--- src/rtl/scf_defs.svh ---
// Register map, field positions and constants of the sync framer
`ifndef SCF_DEFS_SVH
`define SCF_DEFS_SVH
// ----------------------------------------
// Register offsets
// ----------------------------------------
`define SCF_A_CTRL   8'h00
`define SCF_A_SYNC   8'h04
`define SCF_A_CMD    8'h08
`define SCF_A_TXD    8'h0c
`define SCF_A_RXD    8'h10
`define SCF_A_STAT   8'h14
`define SCF_A_XCHR   8'h18
`define SCF_A_BCNT   8'h1c
// ----------------------------------------
// Control fields
// ----------------------------------------
`define SCF_C_RAC    0
`define SCF_C_INBAND_FLOW_ENABLE   1
`define SCF_C_ICTS   2
`define SCF_C_ARTS   3
`define SCF_C_SRTS   4
`define SCF_C_PARITY_ENABLE_BIT   5
`define SCF_C_PAR    7:6
`define SCF_C_CHL    9:8
`define SCF_C_SYN8   10
`define SCF_C_DSYN   11
`define SCF_C_SYNC_LOAD_OPTION  12
`define SCF_C_CRC_APPEND_BIT   13
`define SCF_C_CCITT  14
`define SCF_C_PSET   15
`define SCF_C_FIDLE  16
`define SCF_C_PREN   17
`define SCF_C_PRCNT  21:18
`define SCF_C_DMA    22
`define SCF_C_CDAS   23
`define SCF_C_TCDE   24
// ----------------------------------------
// Command bits, constants
// ----------------------------------------
`define SCF_K_HUNT   0
`define SCF_K_RECEIVER_RESET_COMMAND   1
`define SCF_K_XF     2
`define SCF_K_XME    3
`define SCF_RTS_THR  6'd28
`define SCF_SH_DEPTH 32
`define SCF_POLY16   16'ha001
`define SCF_POLYCC   16'h8408
`endif

--- src/rtl/scf_pkg.sv ---
// Types shared by the sync framer
package scf_pkg;
	typedef enum logic [2:0] {
		SCF_TX_IDLE = 3'b000,
		SCF_TX_PRE  = 3'b001,
		SCF_TX_SYNC = 3'b011,
		SCF_TX_DATA = 3'b010,
		SCF_TX_CRC  = 3'b110
	} scf_tx_e;
	typedef enum logic [1:0] {
		SCF_RX_OFF  = 2'b00,
		SCF_RX_HUNT = 2'b01,
		SCF_RX_DATA = 2'b11,
		SCF_RX_WAIT = 2'b10
	} scf_rx_e;
endpackage

--- src/rtl/scf_framer.sv ---
// Character sync framer with modem-line flow control, APB slave
// Operation
// - Transmit only with clear-to-send low and, if in-band enabled, XON state
// - Ignore-clear-to-send bit lets transmit regardless; XON/XOFF still works
// - Auto RTS active when auto bit is 1 and software RTS bit 0
// - Shadow FIFO at 28 bytes drives RTS high
// - Shadow FIFO empty drives RTS low again
// - Shadow data moves to host FIFO whenever it has room; four bytes headroom
// - Clear-to-send loss stops transmit after current character
// - One or two sync characters, each 6 or 8 bits
// - Data character length 5 to 8 bits
// - Optional parity: even, odd, mark or space
// - Hunt command: watch for sync, store nothing
// - Sync found: flag it, store following characters LSB first
// - With equal character (data plus parity) and sync lengths, characters matching the first sync not stored unless sync-load set
// - Reception stops on disable, carrier loss, hunt, reset, termination
// - Disable waits for enable; hunt or reset hunts; termination needs hunt
// - Frame command sends sync then data until message end or count
// - Parity only on data characters
// - Optional 16 bit CRC, two polynomials, preset, sync excluded
// - Interframe fill of sync or idle after a frame
// - Underrun flags and inserts sync outside frame and CRC
// - Preamble pattern sent a chosen number of times before frame
// - XOFF halts after current character, XON resumes
`timescale 1ns/1ps
`include "scf_defs.svh"
module scf_framer
	import scf_pkg::*;
#(
	parameter int BIT_DIV = 8,
	parameter int HD      = 8
) (
	input  wire logic        sys_clk,
	input  wire logic        sys_rst,
	input  wire logic        psel,
	input  wire logic        penable,
	input  wire logic        pwrite,
	input  wire logic [7:0]  paddr,
	input  wire logic [31:0] pwdata,
	output logic      [31:0] prdata,
	output logic             pready,
	output logic             pslverr,
	input  wire logic        rxd,
	output logic             txd,
	input  wire logic        cts_n,
	input  wire logic        carrier_detect_input_n,
	output logic             rts_n
);
	localparam int SD = `SCF_SH_DEPTH;
	localparam int SW = $clog2(SD);
	localparam int HW = $clog2(HD);
	typedef struct packed {
		logic [31:0]         ctrl;
		logic [31:0]         syn;
		logic [15:0]         xchr;
		logic [15:0]         bcnt;
		logic [7:0]          tbuf;
		logic                tfull;
		logic                xf_p;
		logic                xme_p;
		scf_tx_e             ts;
		logic [3:0]          pre_n;
		logic                sync2;
		logic [8:0]          sh;
		logic [3:0]          left;
		logic                txd;
		logic [15:0]         crc;
		scf_rx_e             rs;
		logic [15:0]         win;
		logic [3:0]          rcnt;
		logic                xon;
		logic [SD-1:0][7:0]  sm;
		logic [SW-1:0]       swp;
		logic [SW-1:0]       srp;
		logic [SW:0]         scnt;
		logic [HD-1:0][7:0]  hm;
		logic [HW-1:0]       hwp;
		logic [HW-1:0]       hrp;
		logic [HW:0]         hcnt;
		logic [1:0]          cts_s;
		logic [1:0]          cd_s;
		logic [1:0]          rxd_s;
		logic [7:0]          div;
		logic                pready;
		logic                pslverr;
		logic [31:0]         prdata;
		logic                sync_detected_interrupt;
		logic                udr;
		logic                ovf;
		logic                rts_n;
	} scf_st_s;
	scf_st_s     s;
	scf_st_s     n;
	logic        tick;
	logic        acc;
	logic        txok;
	logic        cdok;
	logic        push;
	logic        cmdw;
	logic [3:0]  dlen;
	logic [3:0]  plen;
	logic [3:0]  slen;
	logic [7:0]  chr;
	logic [7:0]  dch;
	logic [15:0] w;
	// ----------------------------------------
	// Helper functions
	// ----------------------------------------
	function automatic logic [7:0] mk(input logic [3:0] l);
		mk = 8'hff >> (4'd8 - l);
	endfunction
	function automatic logic [8:0] with_par(input logic [7:0] d, input logic [3:0] l,
		input logic en, input logic [1:0] ty);
		logic p;
		p = ^(d & mk(l));
		case (ty)
			2'd0: p = p;
			2'd1: p = ~p;
			2'd2: p = 1'b1;
			default: p = 1'b0;
		endcase
		with_par = {1'b0, d & mk(l)};
		if (en) begin
			with_par[l] = p;
		end
	endfunction
	function automatic logic [15:0] crc_upd(input logic [15:0] c, input logic [7:0] d,
		input logic [3:0] l, input logic cc);
		logic fb;
		for (int i = 0; i < 8; i++) begin
			if (i < int'(l)) begin
				fb = c[0] ^ d[i];
				c = c >> 1;
				if (fb) begin
					c = c ^ (cc ? `SCF_POLYCC : `SCF_POLY16);
				end
			end
		end
		crc_upd = c;
	endfunction
	function automatic logic [7:0] top(input logic [15:0] v, input logic [3:0] l);
		top = 8'(v >> (5'd16 - {1'b0, l}));
	endfunction
	// ----------------------------------------
	// Next state
	// ----------------------------------------
	always_comb begin
		n = s;
		tick = (s.div == 8'h00);
		acc = psel & penable & s.pready;
		cmdw = acc & pwrite & (paddr == `SCF_A_CMD);
		n.div = tick ? 8'(BIT_DIV - 1) : s.div - 8'h01;
		n.cts_s = {s.cts_s[0], cts_n};
		n.cd_s = {s.cd_s[0], carrier_detect_input_n};
		n.rxd_s = {s.rxd_s[0], rxd};
		dlen = {2'b00, s.ctrl[`SCF_C_CHL]} + 4'd5;
		plen = dlen + {3'b000, s.ctrl[`SCF_C_PARITY_ENABLE_BIT]};
		slen = s.ctrl[`SCF_C_SYN8] ? 4'd8 : 4'd6;
		cdok = ~s.ctrl[`SCF_C_CDAS] | ~s.cd_s[1];
		txok = (s.ctrl[`SCF_C_ICTS] | ~s.cts_s[1]) & (~s.ctrl[`SCF_C_INBAND_FLOW_ENABLE] | s.xon);
		push = 1'b0;
		w = {s.rxd_s[1], s.win[15:1]};
		chr = top(w, plen);
		dch = chr & mk(dlen);
		// ---- APB slave ----
		n.pready = psel & penable & ~s.pready;
		if (psel & penable & ~s.pready) begin
			n.pslverr = 1'b0;
			if (paddr == `SCF_A_CTRL) begin
				n.prdata = s.ctrl;
			end else if (paddr == `SCF_A_SYNC) begin
				n.prdata = s.syn;
			end else if (paddr == `SCF_A_XCHR) begin
				n.prdata = {16'h0000, s.xchr};
			end else if (paddr == `SCF_A_BCNT) begin
				n.prdata = {16'h0000, s.bcnt};
			end else if (paddr == `SCF_A_RXD) begin
				n.prdata = {23'h0, s.hcnt == '0, s.hm[s.hrp]};
			end else if (paddr == `SCF_A_STAT) begin
				n.prdata = {11'h000, 6'(s.scnt), 4'(s.hcnt), s.rs, s.ts, ~s.rts_n,
					s.xon, s.tfull, s.ovf, s.udr, s.sync_detected_interrupt};
			end else if (paddr == `SCF_A_CMD || paddr == `SCF_A_TXD) begin
				n.prdata = 32'h0;
			end else begin
				n.prdata = 32'h0;
				n.pslverr = 1'b1;
			end
		end
		if (acc & pwrite) begin
			if (paddr == `SCF_A_CTRL) begin
				n.ctrl = {7'h0, pwdata[24:0]};
			end else if (paddr == `SCF_A_SYNC) begin
				n.syn = pwdata;
			end else if (paddr == `SCF_A_XCHR) begin
				n.xchr = pwdata[15:0];
			end else if (paddr == `SCF_A_BCNT) begin
				n.bcnt = pwdata[15:0];
			end else if (paddr == `SCF_A_TXD && !s.tfull) begin
				n.tbuf = pwdata[7:0];
				n.tfull = 1'b1;
			end else if (paddr == `SCF_A_STAT) begin
				n.sync_detected_interrupt = s.sync_detected_interrupt & ~pwdata[0];
				n.udr = s.udr & ~pwdata[1];
				n.ovf = s.ovf & ~pwdata[2];
			end else if (paddr == `SCF_A_CMD) begin
				n.xf_p = s.xf_p | pwdata[`SCF_K_XF];
				n.xme_p = s.xme_p | pwdata[`SCF_K_XME];
			end
		end
		// ---- Transmit ----
		if (tick && s.left != 4'd0) begin
			n.txd = s.sh[0];
			n.sh = s.sh >> 1;
			n.left = s.left - 4'd1;
		end else if (tick) begin
			n.txd = 1'b1;
			if (txok) begin
				case (s.ts)
					SCF_TX_IDLE: begin
						if (s.xf_p) begin
							n.xf_p = cmdw & pwdata[`SCF_K_XF];
							n.sync2 = 1'b0;
							n.crc = {16{s.ctrl[`SCF_C_PSET]}};
							n.pre_n = s.ctrl[`SCF_C_PRCNT];
							n.ts = (s.ctrl[`SCF_C_PREN] && n.pre_n != 4'd0) ?
								SCF_TX_PRE : SCF_TX_SYNC;
						end else if (!s.ctrl[`SCF_C_FIDLE]) begin
							n.txd = s.syn[0];
							n.sh = {1'b0, s.syn[7:0] >> 1};
							n.left = slen - 4'd1;
						end
					end
					SCF_TX_PRE: begin
						n.txd = s.syn[16];
						n.sh = {1'b0, s.syn[23:16] >> 1};
						n.left = 4'd7;
						n.pre_n = s.pre_n - 4'd1;
						if (s.pre_n == 4'd1) begin
							n.ts = SCF_TX_SYNC;
						end
					end
					SCF_TX_SYNC: begin
						n.sh = {1'b0, (s.sync2 ? s.syn[15:8] : s.syn[7:0]) >> 1};
						n.txd = s.sync2 ? s.syn[8] : s.syn[0];
						n.left = slen - 4'd1;
						n.sync2 = 1'b1;
						if (s.sync2 || !s.ctrl[`SCF_C_DSYN]) begin
							n.ts = SCF_TX_DATA;
						end
					end
					SCF_TX_DATA: begin
						if (s.tfull) begin
							n.sh = with_par(s.tbuf, dlen, s.ctrl[`SCF_C_PARITY_ENABLE_BIT],
								s.ctrl[`SCF_C_PAR]) >> 1;
							n.txd = s.tbuf[0];
							n.left = plen - 4'd1;
							n.tfull = 1'b0;
							n.crc = crc_upd(s.crc, s.tbuf, dlen, s.ctrl[`SCF_C_CCITT]);
							n.bcnt = s.bcnt - 16'h0001;
							if (s.ctrl[`SCF_C_DMA] && s.bcnt == 16'h0001) begin
								n.xme_p = 1'b1;
							end
						end else if (s.xme_p) begin
							n.xme_p = cmdw & pwdata[`SCF_K_XME];
							n.ts = SCF_TX_IDLE;
							if (s.ctrl[`SCF_C_CRC_APPEND_BIT]) begin
								n.ts = SCF_TX_CRC;
								n.txd = s.crc[0];
								n.sh = {1'b0, s.crc[7:0] >> 1};
								n.left = 4'd7;
							end
						end else begin
							n.udr = 1'b1;
							n.txd = s.syn[0];
							n.sh = {1'b0, s.syn[7:0] >> 1};
							n.left = slen - 4'd1;
						end
					end
					default: begin
						n.txd = s.crc[8];
						n.sh = {1'b0, s.crc[15:8] >> 1};
						n.left = 4'd7;
						n.ts = SCF_TX_IDLE;
					end
				endcase
			end
		end
		// ---- Receive ----
		if (tick) begin
			n.win = w;
			case (s.rs)
				SCF_RX_OFF: begin
					if (s.ctrl[`SCF_C_RAC] && cdok) begin
						n.rs = SCF_RX_HUNT;
					end
				end
				SCF_RX_HUNT: begin
					if (s.ctrl[`SCF_C_DSYN] ? (top(w, slen) == (s.syn[15:8] & mk(slen)) &&
						top(w << slen, slen) == (s.syn[7:0] & mk(slen))) :
						top(w, slen) == (s.syn[7:0] & mk(slen))) begin
						n.rs = SCF_RX_DATA;
						n.sync_detected_interrupt = 1'b1;
						n.rcnt = 4'd0;
					end
				end
				SCF_RX_DATA: begin
					n.rcnt = s.rcnt + 4'd1;
					if (n.rcnt == plen) begin
						n.rcnt = 4'd0;
						push = s.ctrl[`SCF_C_SYNC_LOAD_OPTION] || plen != slen ||
							chr != (s.syn[7:0] & mk(slen));
						if (dch == (s.xchr[7:0] & mk(dlen))) begin
							n.xon = 1'b1;
						end else if (dch == (s.xchr[15:8] & mk(dlen))) begin
							n.xon = 1'b0;
						end
						if (s.ctrl[`SCF_C_TCDE] && dch == (s.syn[31:24] & mk(dlen))) begin
							n.rs = SCF_RX_WAIT;
						end
					end
				end
				default: begin
					n.rs = SCF_RX_WAIT;
				end
			endcase
		end
		if (!s.ctrl[`SCF_C_INBAND_FLOW_ENABLE]) begin
			n.xon = 1'b1;
		end
		// ---- FIFOs ----
		if (push && s.scnt != (SW+1)'(SD)) begin
			n.sm[s.swp] = dch;
			n.swp = s.swp + 1'b1;
			n.scnt = n.scnt + 1'b1;
		end else if (push) begin
			n.ovf = 1'b1;
		end
		if (s.scnt != '0 && s.hcnt != (HW+1)'(HD)) begin
			n.hm[s.hwp] = s.sm[s.srp];
			n.hwp = s.hwp + 1'b1;
			n.hcnt = n.hcnt + 1'b1;
			n.srp = s.srp + 1'b1;
			n.scnt = n.scnt - 1'b1;
		end
		if (psel && penable && !s.pready && !pwrite && paddr == `SCF_A_RXD &&
			s.hcnt != '0) begin
			n.hrp = s.hrp + 1'b1;
			n.hcnt = n.hcnt - 1'b1;
		end
		if (acc && pwrite && paddr == `SCF_A_CMD &&
			(pwdata[`SCF_K_HUNT] || pwdata[`SCF_K_RECEIVER_RESET_COMMAND])) begin
			n.rs = SCF_RX_HUNT;
			n.rcnt = 4'd0;
			if (pwdata[`SCF_K_RECEIVER_RESET_COMMAND]) begin
				n.swp = '0;
				n.srp = '0;
				n.scnt = '0;
				n.hwp = '0;
				n.hrp = '0;
				n.hcnt = '0;
			end
		end
		if (!s.ctrl[`SCF_C_RAC] || !cdok) begin
			n.rs = SCF_RX_OFF;
		end
		if (s.ctrl[`SCF_C_ARTS] && !s.ctrl[`SCF_C_SRTS]) begin
			if (s.scnt >= `SCF_RTS_THR) begin
				n.rts_n = 1'b1;
			end else if (s.scnt == '0) begin
				n.rts_n = 1'b0;
			end
		end else begin
			n.rts_n = ~s.ctrl[`SCF_C_SRTS];
		end
		if (sys_rst) begin
			n = '0;
			n.txd = 1'b1;
			n.rts_n = 1'b1;
			n.xon = 1'b1;
			n.cts_s = 2'b11;
			n.cd_s = 2'b11;
			n.rxd_s = 2'b11;
			n.win = '1;
		end
	end
	always_ff @(posedge sys_clk) begin
		s <= n;
	end
	assign txd = s.txd;
	assign rts_n = s.rts_n;
	assign prdata = s.prdata;
	assign pready = s.pready;
	assign pslverr = s.pslverr;

	logic afl;
	assign afl = s.ctrl[`SCF_C_ARTS] & ~s.ctrl[`SCF_C_SRTS];
endmodule

--- config.mk ---
export PLATFORM = sky130hd
export DESIGN_NAME = scf_framer
export DESIGN_NICKNAME = d
export VERILOG_FILES = /design/src/rtl/scf_pkg.sv /design/src/rtl/scf_framer.sv
export VERILOG_INCLUDE_DIRS = /design/src /design/src/rtl
export SDC_FILE = /design/constraint.sdc
export NUM_CORES = 1
export LEC_CHECK = 0
export BUFFER_PORTS_ARGS = -buffer_cell sky130_fd_sc_hd__buf_2
export CELL_PAD_IN_SITES_DETAIL_PLACEMENT = 1
export CELL_PAD_IN_SITES_GLOBAL_PLACEMENT = 1
export CORE_MARGIN = 3
export CORE_UTILIZATION = 44
export DETAILED_ROUTE_END_ITERATION = 10
export GPL_TIMING_DRIVEN = 0
export HOLD_SLACK_MARGIN = 0.15
export MAX_ROUTING_LAYER = met4
export PLACE_DENSITY = 0.7
export SYNTH_ARGS = -nofsm -noshare
export SYNTH_HDL_FRONTEND = slang
export SYNTH_SLANG_ARGS = --single-unit
export TNS_END_PERCENT = 10
--- constraint.sdc ---
create_clock -name sys_clk -period 10.5 [get_ports sys_clk]
set_clock_uncertainty 0.1 [all_clocks]
set_input_delay 0.525 -clock sys_clk [delete_from_list [all_inputs] [get_ports sys_clk]]
set_output_delay 0.525 -clock sys_clk [all_outputs]
set_load 0.01 [all_outputs]
==> impl_metrics.py, run 1 <==
metrics = {
    "yosys": {
        "ys_ff_latch": 557,
        "syn_inst": 3205,
        "synth-seq-area-share_pct": 38.9,
        "synthArstFlopShare_pct": 0,
        "synth-edff-count": 0,
        "synth_ff_type": "dfxtp_1",
        "synth.distinct_cells": 87,
        "yosysWarnings": 0,
        "synth_nets": 3283,
        "syn_area_per_cell_sq_um": 8.95,
        "syn_area_sq_um": 28700,
    },
    "floorplanning": {
        "floorplan.die_area_sq_um": 68300,
        "die_w_um": 261,
        "rows": 92,
        "die_h_um": 261,
        "start_util_pct": 45.0,
        "ios": 84,
        "core-area_sq_um": 63800,
    },
    "sta": {
        "tightest_slew_ns": 1.32,
        "drv_slew": 0,
        "period_minus_slack_ns": 5.32,
        "rsz0062_at_grt": "false",
        "period_share_pct": 50.7,
        "hold_violations": 0,
        "fmax_mhz": 188,
        "fin_ws_ns": 5.18,
        "setup_violations": 0,
        "setup-tns-final_ns": 0,
        "slew_headroom_pct": 11.3,
    },
    "drt": {
        "routed_via_density": 5.96,
        "dr.max_layer_used": "met4",
        "vias": 25500,
        "drc": 0,
        "first_pass_iters": 5,
        "totalWireLength_um": 110000,
        "wl_per_cell_um": 25.6,
        "route.met3.wl_um": 5560,
        "met2_length_um": 53000,
        "postRouteAntennaNets": 0,
        "drt_iter0_markers": 2004,
        "wl_met1_um": 46500,
    },
    "global_routing": {
        "grt-ovfl-total": 0,
        "grt_max_degree": 19,
        "grt_use_total_pct": 32.7,
        "grt_pass1_wl_um": 165000,
        "grt_pass1_vias": 26400,
        "antenna_found_initial": 2,
    },
    "setup_path": {
        "crit_type": "reg2reg",
        "critical_path.max_stage_delay_ns": 0.63,
        "critPathTopFamily": "compound AO/OA/AOI/OAI gates",
        "crit_fanout": 10,
        "crit_path_start_kind": "flip-flop",
        "end_kind": "flip-flop",
        "path_buf_inv": 4,
        "required_ns": 10.95,
        "path_cells": "inv_1 -> ha_1 -> inv_1 -> fa_1 -> buf_2 -> buf_2 -> o21ai_0 -> a221oi_1 -> o21ai_0 -> and3b_1 -> a211oi_4 -> nand2_1 -> nor3_4 -> mux2i_1 -> nor2_1",
        "cpMaxStageDelayCell": "nor3_4",
        "cp_data_arrival_time_ns": 5.77,
    },
    "final_layout": {
        "area.growth.synth_to_final_pct": 14.1,
        "finalNetCount": 3461,
        "drive_above_1_share_pct": 12.3,
    },
    "power_and_ir_drop": {
        "intPower_mw": 4.15,
        "power_density_nw_per_um2": 186,
        "switching_power_mw": 1.94,
        "switching_share_pct": 31.9,
        "seqPwrFrac_pct": 38.7,
        "clockPowerShare_pct": 39.3,
        "leakage_nw": 12.2,
        "ir_drop_mv": 0.172,
        "p_comb_share_pct": 22.1,
    },
    "worst_hold_path": {
        "hp-class": "in2reg",
    },
    "clock_network": {
        "cts_buffer_depth": 3,
        "post_cts_resized": 0,
        "cts_inserted_buffers": 61,
        "clk-insertion-delay-late_ns": 0.67,
        "clockRootBuffer": "clkbuf_16",
        "cts_tree": "done",
        "cts.htree.levels": 2,
        "cts.sinks": 557,
        "cts.clk_slew.worst_paths_ns": 0.06,
    },
    "status": {
        "status": "finished clean",
    },
    "placement": {
        "routabilityCongestion": 0.979,
        "dp_hpwl_um": 81600,
        "pre_cts_ws_ns": 5.17,
        "portBuffers": 81,
    },
    "job": {
        "cap_violations": 0,
    },
}
## sequential cells by signal (all words and copies together), names as in the netlist
| register | flops |
|---|---|
| pslverr | 1 |
| s | 521 |
| pready | 1 |
| rts_n | 1 |
| txd | 1 |
| prdata | 32 |
## cells in the final DEF, fill, tap and decap left out, drive strengths merged, types with 8 or more instances in the layout
cell type      n
nor3          71
xnor2         85
a211oi       104
a222oi         9
nand4         17
inv           51
nor2         526
and2          16
ha            29
bufinv        10
or2           10
xor2          62
a221oi        14
nor3b         16
or4            8
clkinv        19
nand3         77
nand2b        13
buf          175
dfxtp        557
a21oi        205
nand2        297
clkbuf       300
a31oi          8
a22oi         14
dlygate4sd3   32
a311oi         9
mux4         103
o211ai        22
mux2          11
and3          26
nor4          22
nor2b         14
mux2i        328
o21ai         88
## synthesized netlist by cell type (all sizes together), types with 11 or more instances
| cell type | count | area, sq um |
|---|---|---|
| dfxtp | 557 | 11200 |
| nor2 | 526 | 1980 |
| mux2i | 328 | 3280 |
| nand2 | 297 | 1110 |
| clkbuf | 212 | 798 |
| a21oi | 205 | 1030 |
| a211oi | 104 | 793 |
| mux4 | 103 | 2320 |
| buf | 93 | 577 |
| o21ai | 88 | 440 |
| xnor2 | 85 | 744 |
| nand3 | 77 | 465 |
| nor3 | 71 | 367 |
| xor2 | 62 | 551 |
| inv | 51 | 191 |
| ha | 29 | 363 |
| and3 | 26 | 163 |
| nor4 | 22 | 165 |
| o211ai | 22 | 165 |
| nand4 | 17 | 106 |
| and2 | 16 | 100 |
| nor3b | 16 | 120 |
| a221oi | 14 | 123 |
| a22oi | 14 | 105 |
| nor2b | 14 | 87.6 |
| nand2b | 13 | 81.3 |
| mux2 | 11 | 124 |
## layout make-up
| type | count | area (sq um) |
|---|---|---|
| antenna | 2 | 5.00 |
| buffer | 305 | 1380 |
| clock buffer | 87 | 1780 |
| clock inverter | 28 | 462 |
| fill | 7429 | 31000 |
| inverter | 53 | 199 |
| multi-input combinational | 2290 | 16000 |
| sequential | 557 | 11200 |
| tap | 846 | 1060 |
| timing repair buffer | 115 | 742 |
## path summary, 6_finish.rpt
check	from	end	slack, ns	cells past startpoint
setup / recovery	s[542]$_SDFFE_PP0P_	s[267]$_SDFFE_PP0P_	5.18	15
hold / removal	pwdata[7]	s[493]$_SDFFE_PP0P_	0.20	3
setup reg to reg	s[542]$_SDFFE_PP0P_	s[267]$_SDFFE_PP0P_	5.18	15
hold reg to reg	s[48]$_SDFF_PP1_	s[49]$_SDFF_PP1_	0.31	1
## tightest hold or removal path, delay by kind of cell
| kind | cells | cell delay [ns] |
|---|---|---|
| buffers and inverters | 1 | 0.20 |
| AND/OR/NAND/NOR | 1 | 0.10 |
| AO/OA/AOI/OAI | 1 | 0.07 |
## metal layers
metal / vias up / track usage [%]
met5: - / -
met4: 0 / 12.5
met3: 257 / 3.77
met2: 726 / 54.6
met1: 12900 / 40.6
li1: 11600 / -
## logic make-up after synthesis
logic type / count (synthesis) / share of synthesized area (%)
adder cells (fa/ha/maj): 30 / 1.33
XOR/XNOR: 150 / 4.75
buffers and inverters: 358 / 5.49
AO/OA/AOI/OAI: 535 / 12.0
multiplexers: 442 / 20.0
AND/OR/NAND/NOR: 1133 / 17.6
flip-flops: 557 / 38.9
## power by group through the flow
| stage | registers, mW | logic [mW] | clock network [mW] |
|---|---|---|---|
| 5_1_grt | 2.36 | 1.46 | 2.51 |
| 2_1_floorplan | 2.35 | 0.907 | 0 |
| 6_report | 2.35 | 1.34 | 2.39 |
| 4_1_cts | 2.35 | 1.33 | 2.42 |
| 3_5_place_dp | 2.39 | 1.31 | 0 |
| 3_3_place_gp | 2.38 | 1.26 | 0 |
## through the flow
| step | hold WS, ns | utilization [%] | power (mW) | std cells | instance area, sq um |
|---|---|---|---|---|---|
| 6_report | 0.198 | 51.4 | 6.08 | 4283 | 32700 |
| 5_1_grt | 0.185 | 51.4 | 6.33 | 4283 | 32700 |
| 4_1_cts | 0.159 | 51.3 | 6.10 | 4280 | 32700 |
| 3_5_place_dp | 0.295 | 47.3 | 3.71 | 4133 | 30200 |
| 3_3_place_gp | 0.295 | 47.3 | 3.65 | 4132 | 30200 |
| 2_1_floorplan | 0.289 | - | 3.25 | 3205 | 28700 |
## what timing repair did
item | 4_1_cts | 5_1_grt
hold buffers | 32 | 0
endpoints found under the hold margin | 59 | 0
setup buffers | 0 | 0
Power figures use the tool's default switching activity.
==> run 2: changes to the inputs <==
==> constraint.sdc (replaced) <==
create_clock -name sys_clk -period 5.54 [get_ports sys_clk]
set_clock_uncertainty 0.1 [all_clocks]
set_input_delay 0.277 -clock sys_clk [delete_from_list [all_inputs] [get_ports sys_clk]]
set_output_delay 0.277 -clock sys_clk [all_outputs]
set_load 0.01 [all_outputs]
==> run 2 against run 1 <==
  * Sequential power increased by 90%
  * Power grew 89%
  * Non-clock buffer count rose by 12
  * Clock-buffer cell count stayed put
  * Wire length increased by 0.18%
  * First-iteration DRC count rose by 2.8%
  * Global-route usage is 0.096 points higher
  * Worst hold slack got worse by 0.0016 ns
  * Core utilization grew 0.20 points
  * Critical endpoint is now s[130]$_SDFF_PP0_
==> impl_metrics.py, run 2 (same netlist as run 1, synthesis figures left out) <==
metrics = {
    "status": {
        "status": "finished clean",
    },
    "final_layout": {
        "layout_commonest_cell": "dfxtp_1",
        "fillCellCount": 7419,
        "seq_area_sq_um": 11200,
        "area.growth.synth_to_final_pct": 14.6,
        "multi_input_area_sq_um": 16000,
        "finish.instance_area_sq_um": 32900,
        "regMostFlops": "s",
        "most-common-layout-cells": "dfxtp_1 (557), nor2_1 (525), mux2i_1 (328)",
        "drive_above_1_share_pct": 12.3,
        "largest_register_ffs": 521,
        "finalNetCount": 3473,
    },
    "floorplanning": {
        "start_util_pct": 45.0,
        "die_w_um": 261,
        "floorplan.die_area_sq_um": 68300,
        "ios": 84,
        "rows": 92,
        "core-area_sq_um": 63800,
        "die_h_um": 261,
    },
    "setup_path": {
        "required_ns": 5.96,
        "critical_path.max_stage_delay_ns": 0.88,
        "critPathTopFamily": "buffers and inverters",
        "crit_path_start_kind": "flip-flop",
        "path_cells": "inv_1 -> ha_1 -> inv_1 -> fa_1 -> buf_6 -> buf_2 -> buf_1 -> a31oi_2 -> xor2_1 -> nor4_4 -> a211oi_4 -> buf_6 -> xnor2_1 -> ha_1 -> o2111ai_1 -> xnor2_1 -> nor2_1",
        "crit_type": "reg2reg",
        "path_buf_inv": 6,
        "crit_fanout": 10,
        "end_kind": "flip-flop",
        "cp_data_arrival_time_ns": 5.69,
        "cpMaxStageDelayCell": "a31oi_2",
    },
    "global_routing": {
        "grt_pass1_wl_um": 166000,
        "grt_max_degree": 19,
        "antenna_found_initial": 2,
        "grt-ovfl-total": 0,
        "grt_use_total_pct": 32.8,
        "grt_pass1_vias": 26500,
    },
    "placement": {
        "dpl_cell_area_sq_um": 30200,
        "routabilityCongestion": 0.979,
        "portBuffers": 81,
        "dp_hpwl_um": 81600,
    },
    "sta": {
        "rsz0062_at_grt": "false",
        "period_share_pct": 95.1,
        "setup-tns-final_ns": 0,
        "fmax_mhz": 190,
        "slew_headroom_pct": 8.45,
        "drv_slew": 0,
        "period_minus_slack_ns": 5.27,
        "setup_violations": 0,
        "hold_violations": 0,
        "tightest_slew_ns": 1.36,
    },
    "clock_network": {
        "cts.sinks": 557,
        "cts.clk_slew.worst_paths_ns": 0.06,
        "clk-insertion-delay-late_ns": 0.68,
        "cts_tree": "done",
        "cts_inserted_buffers": 61,
        "cts.htree.levels": 2,
        "clockRootBuffer": "clkbuf_16",
        "cts_buffer_depth": 3,
    },
    "drt": {
        "drc": 0,
        "first_pass_iters": 9,
        "totalWireLength_um": 110000,
        "drt_iter0_markers": 2061,
        "postRouteAntennaNets": 0,
        "routed_via_density": 5.97,
        "wl_per_cell_um": 25.6,
        "vias": 25600,
    },
    "power_and_ir_drop": {
        "switching_share_pct": 31.8,
        "leakage_nw": 12.2,
        "ir_drop_mv": 0.325,
        "intPower_mw": 7.86,
        "p_comb_share_pct": 22.1,
        "seqPwrFrac_pct": 38.7,
        "clockPowerShare_pct": 39.2,
        "switching_power_mw": 3.67,
        "power_density_nw_per_um2": 351,
    },
    "job": {
        "cap_violations": 0,
    },
    "worst_hold_path": {
        "hp-class": "in2reg",
    },
}
-- run 2: changes by cell type in the layout (fill, tap and decap cells not counted), sizes merged --
cell         before  now
dlygate4sd3      32   43
buf             175  176
-- run 2: final timing paths --
path                            start                      end  slack [ns]  cells past startpoint
setup reg to reg  s[542]$_SDFFE_PP0P_        s[130]$_SDFF_PP0_        0.27                     17
hold reg to reg      s[48]$_SDFF_PP1_         s[49]$_SDFF_PP1_        0.31                      1
setup / recovery  s[542]$_SDFFE_PP0P_        s[130]$_SDFF_PP0_        0.27                     17
hold / removal               paddr[3]  prdata[14]$_SDFFE_PP0P_        0.20                      6
-- run 2: stage by stage --
step | setup slack [ns] | hold slack (ns) | util, % | cells | power, mW
floorplan | 1.33 | 0.281 | - | 3205 | 6.17
global placement | 0.310 | 0.295 | 47.3 | 4132 | 6.91
detailed placement | 0.208 | 0.295 | 47.3 | 4133 | 7.03
CTS | 0.245 | 0.165 | 51.5 | 4291 | 11.6
global route | 0.0786 | 0.234 | 51.6 | 4295 | 12.0
finish | 0.269 | 0.196 | 51.6 | 4295 | 11.5
-- run 2: layer usage --
metal | part of all wire (%) | global-route usage, % | vias to the layer above
li1 | - | - | 11600
met1 | 42 | 40.8 | 13000
met5 | 0 | - | -
met3 | 5.2 | 3.72 | 251
met2 | 49 | 54.8 | 790
met4 | 4.2 | 12.4 | 0
-- run 2: power by group through the flow --
stage	combinational (mW)	clock, mW	sequential [mW]
6_report	2.55	4.53	4.46
2_1_floorplan	1.72	0	4.45
5_1_grt	2.77	4.75	4.48
3_5_place_dp	2.49	0	4.54
3_3_place_gp	2.40	0	4.52
4_1_cts	2.53	4.59	4.45
-- run 2: worst min-delay path: cells and delay by family --
family	cells	cell delay (ns)
buffers and inverters	1	0.15
and+or+nand+nor	2	0.15
AOI/OAI and AO/OA	3	0.32
-- run 2: timing repair --
action | 4_1_cts | 5_1_grt
buffers inserted | 0 | 1
resized for setup | 0 | 0
setup endpoints to repair | 0 | 8
hold buffers | 43 | 0
hold endpoints to repair | 118 | 0
-- run 2: final cells by class --
| cell class | count | share of cell area (%) |
|---|---|---|
| Buffer | 305 | 4.18 |
| Inverter | 53 | 0.605 |
| Sequential cell | 557 | 33.9 |
| Antenna cell | 2 | 0.0152 |
| Clock buffer | 87 | 5.43 |
| Timing Repair Buffer | 127 | 2.65 |
| Tap cell | 846 | 3.22 |
| Multi-Input combinational cell | 2290 | 48.6 |
| Clock inverter | 28 | 1.40 |
==> run 3: changes to the inputs <==
--- a/config.mk
+++ b/config.mk
@@ -10,12 +10,11 @@
 export CELL_PAD_IN_SITES_DETAIL_PLACEMENT = 1
 export CELL_PAD_IN_SITES_GLOBAL_PLACEMENT = 1
 export CORE_MARGIN = 3
-export CORE_UTILIZATION = 44
+export CORE_UTILIZATION = 49
 export DETAILED_ROUTE_END_ITERATION = 10
 export GPL_TIMING_DRIVEN = 0
-export HOLD_SLACK_MARGIN = 0.15
 export MAX_ROUTING_LAYER = met4
-export PLACE_DENSITY = 0.7
+export PLACE_DENSITY = 0.78
 export SYNTH_ARGS = -nofsm -noshare
 export SYNTH_HDL_FRONTEND = slang
 export SYNTH_SLANG_ARGS = --single-unit
==> run 3 against run 2 <==
  * Cell count fell by 2.1%
  * Non-clock buffer count fell by 6
  * Worst hold slack got worse by 0.15 ns
  * Core utilization rose by 5.0 points
  * Final area fell by 0.57%
  * Die area fell by 10%
  * Worst setup slack got worse by 0.019 ns
  * Critical endpoint is now s[128]$_SDFF_PP0_
  * Largest power group unchanged
==> impl_metrics.py, run 3 (same netlist as run 1, synthesis figures left out) <==
metrics = {
    "status": {
        "status": "finished clean",
    },
    "sta": {
        "hold_violations": 0,
        "rsz0062_at_grt": "false",
        "setup-tns-final_ns": 0,
        "drv_slew": 0,
        "period_share_pct": 95.5,
        "tightest_slew_ns": 1.32,
        "fmax_mhz": 189,
        "setup_violations": 0,
        "fin_ws_ns": 0.251,
        "slew_headroom_pct": 9.23,
        "period_minus_slack_ns": 5.29,
    },
    "setup_path": {
        "path_cells": "inv_1 -> ha_1 -> inv_1 -> fa_1 -> buf_2 -> mux2_2 -> clkbuf_1 -> xnor2_1 -> nand2_1 -> nor4_4 -> a211oi_4 -> buf_6 -> xnor2_1 -> ha_1 -> nand2_1 -> o21ai_0 -> nor3b_1",
        "path_buf_inv": 5,
        "cp_data_arrival_time_ns": 5.74,
        "end_kind": "flip-flop",
        "critical_path.max_stage_delay_ns": 0.89,
        "crit_fanout": 10,
        "required_ns": 6.00,
        "crit_type": "reg2reg",
        "critPathTopFamily": "buffers and inverters",
        "crit_path_start_kind": "flip-flop",
        "cpMaxStageDelayCell": "clkbuf_1",
    },
    "power_and_ir_drop": {
        "leakage_nw": 12.2,
        "power_mw": 11.5,
        "ir_drop_mv": 0.329,
        "power_density_nw_per_um2": 351,
    },
    "global_routing": {
        "met1_usage_pct": 44.4,
        "grt-ovfl-total": 0,
        "grt-busiest-layer": "met2",
        "antenna_found_initial": 0,
        "grt_max_degree": 19,
        "grt_pass1_wl_um": 165000,
        "grt_use_total_pct": 36.2,
        "gr-usage-met3_pct": 4.51,
        "grt_pass1_vias": 27000,
        "use_met2_pct": 59.2,
    },
    "drt": {
        "postRouteAntennaNets": 0,
        "routed_via_density": 6.19,
        "drt_iter0_markers": 1974,
        "drc": 0,
        "vias": 26000,
        "wl_per_cell_um": 26.1,
        "totalWireLength_um": 110000,
        "first_pass_iters": 8,
    },
    "placement": {
        "pre_cts_ws_ns": 0.166,
        "portBuffers": 81,
        "dpl_cell_area_sq_um": 30100,
        "routabilityCongestion": 0.983,
        "dp_hpwl_um": 79800,
    },
    "floorplanning": {
        "floorplan.die_area_sq_um": 61500,
        "ios": 84,
        "start_util_pct": 49.6,
        "die_w_um": 248,
        "core-area_sq_um": 57800,
        "die_h_um": 248,
        "rows": 88,
    },
    "final_layout": {
        "finalCoreUtilization_pct": 56.6,
        "finish.instance_area_sq_um": 32700,
        "largest_register_ffs": 521,
        "area.growth.synth_to_final_pct": 13.9,
        "layout_commonest_cell": "dfxtp_1",
        "most-common-layout-cells": "dfxtp_1 (557), nor2_1 (525), mux2i_1 (328)",
        "finalNetCount": 3467,
        "antenna-diode-count": 0,
        "drive_above_1_share_pct": 12.3,
        "regMostFlops": "s",
    },
    "clock_network": {
        "cts_inserted_buffers": 61,
        "cts_buffer_depth": 3,
        "clockRootBuffer": "clkbuf_16",
        "cts.clk_slew.worst_paths_ns": 0.06,
        "clk-insertion-delay-late_ns": 0.67,
        "cts.sinks": 557,
        "cts.htree.levels": 2,
        "cts_tree": "done",
    },
    "job": {
        "cap_violations": 0,
    },
    "worst_hold_path": {
        "hp-class": "in2reg",
    },
}
-- run 3: changes by cell type in the layout (fill, tap and decap cells not counted), moves of 2 or more --
cell,previous run,this run
inv_6,0,4
dlygate4sd3_1,43,37
diode_2,2,0
clkinvlp_4,1,4
clkbuf_8,16,9
-- run 3: worst paths after layout --
kind / start / endpoint / slack [ns] / cells past startpoint
setup / recovery: s[542]$_SDFFE_PP0P_ / s[128]$_SDFF_PP0_ / 0.25 / 17
hold / removal: paddr[4] / s[487]$_SDFFE_PP0P_ / 0.05 / 5
hold reg to reg: s[50]$_SDFF_PP1_ / s[51]$_SDFF_PP1_ / 0.31 / 1
setup reg to reg: s[542]$_SDFFE_PP0P_ / s[128]$_SDFF_PP0_ / 0.25 / 17
-- run 3: where the power goes --
group          internal, mW  switching, mW  leakage, nW  total [mW]
Sequential             4.24          0.213         4.50        4.46
Clock                  2.64           1.85         1.07        4.48
Combinational         0.903           1.63         6.60        2.53
-- run 3: routing by layer --
metal / part of all wire (%) / wire, um
met1: 41 / 44800
met5: 0 / 0
met4: 5.6 / 6110
met3: 6.1 / 6670
met2: 48 / 52200
-- run 3: cell type report --
class	count	area (sq um)
Tap cell	765	957
Inverter	53	199
Multi-Input combinational cell	2290	16000
Clock inverter	34	522
Clock buffer	81	1690
Buffer	305	1380
Fill cell	6667	25100
Sequential cell	557	11200
Timing Repair Buffer	121	808
-- run 3: timing repair --
action / CTS / global route
buffers inserted: 0 / 1
endpoints found under the hold margin: 100 / 0
setup endpoints to repair: 0 / 10
hold buffers: 37 / 0
gates resized for setup: 0 / 1
-- run 3: worst min-delay path: stages --
cell	delay (ns)
buf_2	0.14
nand2b_1	0.11
nor4_1	0.09
nand2_1	0.08
a21oi_1	0.06
-- run 3: per-stage QoR --
step           hold WS (ns)  std cells
2_1_floorplan         0.281       3205
5_1_grt              0.0564       4206
6_report             0.0489       4206
3_5_place_dp          0.297       4051
4_1_cts              0.0282       4203
3_3_place_gp          0.293       4051
